## config.mk

```make
export PLATFORM = sky130hd
export DESIGN_NAME = eif_top
export DESIGN_NICKNAME = d
export VERILOG_FILES = /design/src/hdl/eif_pkg.sv /design/src/hdl/eif_tick.sv /design/src/hdl/eif_top.sv
export VERILOG_INCLUDE_DIRS = /design/src /design/src/hdl
export SDC_FILE = /design/constraint.sdc
export NUM_CORES = 1
export LEC_CHECK = 0
export BUFFER_PORTS_ARGS = -buffer_cell sky130_fd_sc_hd__clkbuf_2
export CAP_MARGIN = 30
export CORE_UTILIZATION = 53
export DETAILED_ROUTE_END_ITERATION = 12
export GPL_ROUTABILITY_DRIVEN = 0
export PLACE_DENSITY = 0.94
export SYNTH_ARGS = -nofsm -noshare
export SYNTH_HDL_FRONTEND = slang
export SYNTH_SLANG_ARGS = --single-unit
```

## constraint.sdc

```tcl
create_clock -name clock_i -period 2.3 [get_ports clock_i]
set_input_delay 0.23 -clock clock_i [delete_from_list [all_inputs] [get_ports clock_i]]
set_output_delay 0.23 -clock clock_i [all_outputs]
set_load 0.1 [all_outputs]
```

## src/hdl/eif_consts.svh

```systemverilog
`ifndef EIF_CONSTS_SVH
`define EIF_CONSTS_SVH
`define EIF_OFS_INTR_EN 8'h14
`define EIF_OFS_UF_INDEX 8'h18
`define EIF_INTR_EN_RESET 6'h00
`define EIF_BIT_XFER_DONE 0
`define EIF_BIT_XFER_ERR 1
`define EIF_BIT_PORT_CHG 2
`define EIF_BIT_ROLLOVER 3
`define EIF_BIT_SYS_ERR 4
`define EIF_BIT_ASYNC_ADV 5
`define EIF_INDEX_W 14
`define EIF_UFRAME_NS 125000
`define EIF_CLK_NS 50
`define EIF_UFRAME_CYC (`EIF_UFRAME_NS / `EIF_CLK_NS)
`endif

```

## src/hdl/eif_pkg.sv

```systemverilog
package eif_pkg;
	typedef enum logic [1:0] {
		EIF_LS_1024,
		EIF_LS_512,
		EIF_LS_256,
		EIF_LS_RSVD
	} eif_list_size_e;
endpackage

```

## src/hdl/eif_tick.sv

```systemverilog
`timescale 1ns/1ps
`include "eif_consts.svh"
module eif_tick #(
	parameter int PERIOD = `EIF_UFRAME_CYC
) (
	input wire logic clock_i,
	input wire logic rst_n_i,
	input wire logic run_i,
	output logic tick_o
);
	typedef struct packed {
		logic [15:0] cnt;
		logic tick;
	} eif_tick_s;
	eif_tick_s st;
	eif_tick_s next_st;
	localparam logic [15:0] LAST = 16'(PERIOD - 1);

	// Counts clock cycles while running and pulses once per microframe.
	always_comb begin
		next_st = st;
		next_st.tick = 1'b0;
		if (!run_i) begin
			next_st.cnt = 16'h0000;
		end else if (st.cnt == LAST) begin
			next_st.cnt = 16'h0000;
			next_st.tick = 1'b1;
		end else begin
			next_st.cnt = st.cnt + 16'h0001;
		end
	end

	// Registers the divider state.
	always_ff @(posedge clock_i or negedge rst_n_i) begin
		if (!rst_n_i) begin
			st <= '0;
		end else begin
			st <= next_st;
		end
	end

	assign tick_o = st.tick;
endmodule

```

## src/hdl/eif_top.sv

```systemverilog
`timescale 1ns/1ps
`include "eif_consts.svh"
module eif_top
	import eif_pkg::*;
#(
	parameter int UFRAME_CYC = `EIF_UFRAME_CYC
) (
	input wire logic clock_i,
	input wire logic rst_n_i,
	input wire logic reg_wr_i,
	input wire logic reg_rd_i,
	input wire logic [7:0] reg_addr_i,
	input wire logic [3:0] reg_be_i,
	input wire logic [31:0] reg_wdata_i,
	output logic [31:0] reg_rdata_o,
	input wire logic run_stop_set_i,
	input wire logic run_stop_clr_i,
	input wire logic [1:0] list_size_code_i,
	input wire logic threshold_i,
	input wire logic async_adv_evt_i,
	input wire logic sys_err_evt_i,
	input wire logic port_chg_evt_i,
	input wire logic xfer_err_evt_i,
	input wire logic xfer_done_evt_i,
	input wire logic [5:0] flag_clr_i,
	output logic [5:0] status_flags_o,
	output logic run_stop_ctl_o,
	output logic halted_flag_o,
	output logic irq_o,
	output logic [10:0] sof_frame_o,
	output logic [9:0] list_entry_o
);
	// ****************************************************************
	// State
	// ****************************************************************
	typedef struct packed {
		logic [5:0] en;
		logic [5:0] flags;
		logic [13:0] index;
		logic run;
		logic halted;
		logic irq;
		logic [31:0] rdata;
		logic [10:0] sof;
		logic [9:0] entry;
	} eif_top_s;
	eif_top_s st;
	eif_top_s next_st;
	logic tick;
	logic [13:0] inc_index;
	logic wrap;
	logic [5:0] events;
	logic [5:0] pending;
	logic threshold_cause;
	logic [9:0] entry_sel;

	// Microframe divider runs only while the schedule is running.
	eif_tick #(
		.PERIOD(UFRAME_CYC)
	) u_tick (
		.clock_i(clock_i),
		.rst_n_i(rst_n_i),
		.run_i(st.run),
		.tick_o(tick)
	);

	// ****************************************************************
	// Frame index arithmetic
	// ****************************************************************
	// Wrap is the toggle of the index bit just above the list bits.
	always_comb begin
		inc_index = st.index + 14'h0001;
		unique case (eif_list_size_e'(list_size_code_i))
			EIF_LS_512: begin
				wrap = inc_index[12] != st.index[12];
				entry_sel = {1'b0, st.index[11:3]};
			end
			EIF_LS_256: begin
				wrap = inc_index[11] != st.index[11];
				entry_sel = {2'b00, st.index[10:3]};
			end
			default: begin
				wrap = inc_index[13] != st.index[13];
				entry_sel = st.index[12:3];
			end
		endcase
	end

	// Hardware events, rollover included.
	always_comb begin
		events = 6'h00;
		events[`EIF_BIT_XFER_DONE] = xfer_done_evt_i;
		events[`EIF_BIT_XFER_ERR] = xfer_err_evt_i;
		events[`EIF_BIT_PORT_CHG] = port_chg_evt_i;
		events[`EIF_BIT_ROLLOVER] = tick && wrap;
		events[`EIF_BIT_SYS_ERR] = sys_err_evt_i;
		events[`EIF_BIT_ASYNC_ADV] = async_adv_evt_i;
		pending = st.en & st.flags;
	end

	// Threshold-timed sources only raise the line at a threshold pulse.
	assign threshold_cause = pending[`EIF_BIT_ASYNC_ADV]
		|| pending[`EIF_BIT_XFER_ERR]
		|| pending[`EIF_BIT_XFER_DONE];

	// ****************************************************************
	// Next state
	// ****************************************************************
	always_comb begin
		next_st = st;
		// Flags set regardless of enables; a set beats a clear.
		next_st.flags = (st.flags & ~flag_clr_i) | events;
		// Error halts the schedule with priority over software set.
		if (sys_err_evt_i) begin
			next_st.run = 1'b0;
		end else if (run_stop_set_i) begin
			next_st.run = 1'b1;
		end else if (run_stop_clr_i) begin
			next_st.run = 1'b0;
		end
		next_st.halted = !next_st.run;
		if (reg_wr_i && reg_addr_i == `EIF_OFS_INTR_EN) begin
			if (reg_be_i[0]) begin
				next_st.en = reg_wdata_i[5:0];
			end
		end
		// Full-word writes load the index; software keeps it halted.
		if (reg_wr_i && reg_addr_i == `EIF_OFS_UF_INDEX
			&& reg_be_i == 4'hF) begin
			next_st.index = reg_wdata_i[13:0];
		end else if (tick) begin
			next_st.index = inc_index;
		end
		// Immediate sources raise the line at once, threshold or not.
		if (pending[`EIF_BIT_SYS_ERR]
			|| pending[`EIF_BIT_ROLLOVER]
			|| pending[`EIF_BIT_PORT_CHG]) begin
			next_st.irq = 1'b1;
		end else if (threshold_cause) begin
			next_st.irq = threshold_i ? 1'b1 : st.irq;
		end else begin
			next_st.irq = 1'b0;
		end
		next_st.sof = next_st.index[13:3];
		next_st.entry = entry_sel;
		next_st.rdata = 32'h00000000;
		if (reg_rd_i) begin
			if (reg_addr_i == `EIF_OFS_INTR_EN) begin
				next_st.rdata = {26'h0000000, st.en};
			end else if (reg_addr_i == `EIF_OFS_UF_INDEX) begin
				next_st.rdata = {18'h00000, st.index};
			end
		end
	end

	// ****************************************************************
	// Registers
	// ****************************************************************
	always_ff @(posedge clock_i or negedge rst_n_i) begin
		if (!rst_n_i) begin
			st <= '0;
			st.en <= `EIF_INTR_EN_RESET;
			st.halted <= 1'b1;
		end else begin
			st <= next_st;
		end
	end

	// Every output comes straight from the state register.
	assign reg_rdata_o = st.rdata;
	assign status_flags_o = st.flags;
	assign run_stop_ctl_o = st.run;
	assign halted_flag_o = st.halted;
	assign irq_o = st.irq;
	assign sof_frame_o = st.sof;
	assign list_entry_o = st.entry;

	// Check helper: cycles since the last microframe pulse, parked at
	// all ones while stopped so that the first pulse lands on the count.
	localparam logic [15:0] GAP_LAST = 16'(UFRAME_CYC - 1);
	logic [15:0] tick_gap;
	always_ff @(posedge clock_i or negedge rst_n_i) begin
		if (!rst_n_i) begin
			tick_gap <= 16'hFFFF;
		end else if (!st.run) begin
			tick_gap <= 16'hFFFF;
		end else if (tick) begin
			tick_gap <= 16'h0000;
		end else begin
			tick_gap <= tick_gap + 16'h0001;
		end
	end
endmodule
```

# == Word level (Yosys, flattened, before mapping) ==
# Cells that the tools add are included.
# W data, S select, Z words.
# totals
ff_bits,88
input_bits,64
out_inout_bits,62
# op_classes
n_addsub,2
eq_ne,10
n_mux,17
bitwise_logic,4
n_reduce_logical,11
# op_table
cell,count
$mux W14,5
$mux W16,2
$pmux W10 S2,1
$add A16 B1 Y16 const B,1
$eq A16 B12 Y1 const B,1
$eq A8 B5 Y1 const B,2
$add A14 B1 Y14 const B,1
$and A6 B6 Y6,2
$mux W1,8
$not A6 Y6,1
$or A6 B6 Y6,1
$eq A4 B4 Y1 const B,1
$logic_and A1 B1 Y1,4
$logic_or A1 B1 Y1,4
$ne A1 B1 Y1,3
$ne A3 B2 Y1 const B,1
$eq A2 B1 Y1 const B,1
$eq A2 B2 Y1 const B,1
$pmux W1 S2,1
$reduce_and A2 Y1,1
$reduce_bool A2 Y1,1
$logic_not A1 Y1,1

# == Longest topological paths before layout ==
# depth
depth_word,5
mapped_depth,6
ltp_nobuf,5

# == Cells and area by module ==
# From an unflattened synthesis, not the netlist that was laid out.
# unflattened
hier_cells,310
hier_area_um2,3497.1
# by_module_without_submodules
module,instances,cells_each,area_per_inst_um2
eif_top,1,226,2662.6
eif_tick,1,84,834.6

# == Worst setup path before layout ==
# OpenSTA, ideal clock, no wires.
# synth_timing
path_kind,input-to-reg
start,in reg_addr_i[1]
end,reg st[56] (netlist bit)
setup_ps,123
arrival_ps,1662
t_required_ps,2177
slack_ps,515
path_stages,6
path_buffers,2
cell_sequence,or4b_1 or4_4 buf_6 buf_8 nor2_1 a21oi_1
# synth_between
elab_chain_len,4
# synth_lines
item,line,text
start: declaration,eif_top.sv:12,"input wire logic [7:0] reg_addr_i,"
$eq A8 B5 Y1 (no line) *,--,
$logic_and A1 B1 Y1 (no line) *,--,
$logic_and A1 B1 Y1 *,eif_top.sv:128,if (reg_wr_i && reg_addr_i == `EIF_OFS_UF_INDEX
$mux W14 / $reduce_bool A2 Y1 (equally long branches),--,
end signal: assignment,eif_top.sv:165,st <= next_st;
end: declaration,eif_top.sv:47,eif_top_s st;
# Every way passes the cells marked *; elsewhere a longest branch is shown, timed or not.
# A chain may end at the register's enable or synchronous reset.

==> impl_results.md <==
* Die outline height at 82.8 µm
* Critical path class: reg2reg
* Core ar. at 6310 µm²
* Crit path buffers/inverters at 0
* FMAX at between 500 and 600 MHz
* Top FF cell, synth: dfrtp_1
* Worst-path clk slew at 70 ps
* Warnings, synthesis at 0
* Gate Count Post-Synth at between 300 and 400
* Final Util at 0.614
* Synthesized area at 3460 µm²
* Clk_lat worst skew at 350 ps
* Worst setup EP type: flop
* Final setup TNS at 0 ps
* GRT Overall Usage at 0.217
* Pwr/cell area at 769 nW/µm²
* Num CTS Buffers at 9
* Max_cap viols at 0
* Worst Hold Margin at 51.4 ps
* Register share of total power at 0.425
* Iteration-0 DRC count of the detailed router at 193
* Gr ovfl total at 0
* Critical path's top delay family: simple AND/OR/NAND/NOR gates
* Die X at a little over 80 µm
* P_int at 0.00220 W
* Initial DRT Pass Iterations at 6
* Worst Setup Start Kind: flop
* Leak pwr at 1.86 nW
* WL per Instance at 14.8 µm
* Cell count along the critical path at 4
* Unrepaired setup endpoints after global routing: no
* Yosys reg bits at 70
* Avg Inst Size Synth at 10.6 µm²
* Clk network pwr share at 0.453
* WP data required at 2550 ps
* Count leader, synth: dfrtp_1
* DRC errors left at 0
* Cell taking the most area after synthesis: dfrtp_1
* Max Slew Vio Count at 0
* Top cell type's share of synthesized area at 0.499
* Max clock buf depth at 2
* Sequential-to-total area share from yosys stat at 0.507
* Post-synth ARST share at 1.00
* Die area at 6850 µm²
* Number of global-route vias before repair at 2305
* Final antenna-violating net count at 0
* Commonest cells in the netlist: 69 x dfrtp_1, 59 x buf_4, 33 x nor2_1
* Rows at 29
* Pin count of the biggest net entering global routing at 29
* PortBufs at 89
* Clock Skews at 11.6 ps
* IO Pins at 126
* Vias per Instance at 5.35
* Crit path DAT at 2060 ps
* Hold path cells at 2
* Nets at around 450
* Switch Pwr at 0.000779 W
* # setup viols final at 0
* Crit path max fanout at 8
* Detailed-placement wirelength estimate at 4960 µm
* Final worst-path cycle share at 0.786
* Cells along the critical path: nand3_1 > or2_2 > or4_1 > a21oi_1
* Slowest-stage cell, CP: or4_1
* Initial antenna violation count at 0
* Largest stage delay, worst path at 470 ps
* Share of post-route cells with drive strength above 1 at 0.306
* First-pass GRT wire length at 10800 µm
* Tmin final at 1810 ps
* Worst rel slew slack at 0.624
* Status: finished clean
* ANT cells at 0
* Post-CTS Resized at 0
* Clock Sinks at 70
* Worst slew pin tran at 564 ps
* Switching share of power at 0.261
* Top cells by area, synth: dfrtp_1 50%, buf_4 13%, xnor2_1 4.3%, nor2_1 3.6%, nand4_1 2.2%
* VDD IR-drop max at 0.565 mV
* Initial Utilization at 0.548
* Vias at 2475
* Min-Delay Path Class: in2reg
* TritonCTS clock tree: built
* R2r worst-path depth at 4
* Root buf cell: clkbuf_8
* Wirelength, routed at 6860 µm
* Synth cell types at 45
* Htree depth at 3
* EDFF count, synth at 0
* Synth-to-Final Area Change at 12.1%
* Gate power share at 0.122
* Final hold violation count at 0
-- logic make-up (layout without fill, tap and decap cells) --
| logic type | after synthesis | in the layout | synth area share |
|---|---|---|---|
| other cells | 1 | 18 | 0.00108 |
| xor+xnor | 25 | 25 | 0.0633 |
| compound gates | 35 | 35 | 0.0684 |
| mux | 7 | 7 | 0.0224 |
| buf+inv | 81 | 123 | 0.160 |
| flops | 70 | 70 | 0.507 |
| simple gates | 104 | 104 | 0.164 |
| fa+ha+maj | 4 | 4 | 0.0145 |
-- final cells by class --
class / count / area, µm²
fill: 510 / 2440
sequential: 70 / 1750
multi-input combinational: 193 / 1220
timing repair buffer: 93 / 478
clock buffer: 11 / 151
clock inverter: 5 / 129
tap: 77 / 96.3
inverter: 14 / 52.6
-- sequential cells by signal, indices dropped and copies added (netlist names) --
signal	cells
u_tick.st	16
sof_frame_o	11
st	9
list_entry_o	10
run_stop_ctl_o	1
status_flags_o	6
u_tick.tick_o	1
halted_flag_o	1
reg_rdata_o	14
irq_o	1
-- layout by cell type, fill, tap and decap left out, types with 6 or more instances in the layout --
master	netlist	routed
a21oi_1	14	14
a22o_1	6	6
and2_1	9	9
clkbuf_2	0	88
clkbuf_8	0	11
conb_1	1	18
dfrtp_1	69	69
inv_1	14	14
mux2_2	6	6
nand2_1	7	7
nand3_1	10	10
nand4_1	12	12
nor2_1	33	33
nor3_1	8	8
xnor2_1	17	17
xor2_1	8	8
-- power by group through the flow --
stage	Sequential (W)	Clock, W	Combinational, W
floorplan	0.00131	0	0.000291
global placement	0.00129	0	0.000359
detailed placement	0.00129	0	0.000363
CTS	0.00127	0.00137	0.000366
global route	0.00127	0.00142	0.000384
finish	0.00127	0.00135	0.000363
-- path summary, 6_finish.rpt --
path | endpoint | startpoint | slack [ps]
hold reg to reg | u_tick.st[1] | u_tick.st[1] | 490
hold / removal | halted_flag_o | run_stop_set_i | 50
setup reg to reg | u_tick.st[16] | u_tick.st[6] | 490
min in group asynchronous | sof_frame_o[3] | rst_n_i | 410
max in group asynchronous | halted_flag_o | rst_n_i | 1100
setup / recovery | u_tick.st[16] | u_tick.st[6] | 490
-- worst register-to-register path, cell delays in order (launching register included) --
cell and delay [ps]:
dfrtp_1 410, nand3_1 280, or2_2 420, or4_1 470
a21oi_1 150
-- metrics by stage --
step	area (µm²)	setup WS, ps	instances	power (W)
2_1_floorplan	3520	515	344	0.00160
3_3_place_gp	3590	398	446	0.00165
3_5_place_dp	3590	330	446	0.00165
4_1_cts	3880	493	463	0.00301
5_1_grt	3880	377	463	0.00308
6_report	3880	492	463	0.00298
-- per-layer routing --
metal	wire length (µm)	track usage
met1	2850	0.281
met5	0	0
met3	486	0.0481
met2	3310	0.334
met4	212	0.124
-- what timing repair did --
action	4_1_cts	5_1_grt
hold buffers	1	0
buffers inserted	0	0
hold endpoints to repair	24	0
(Power assumes the default switching activity.)
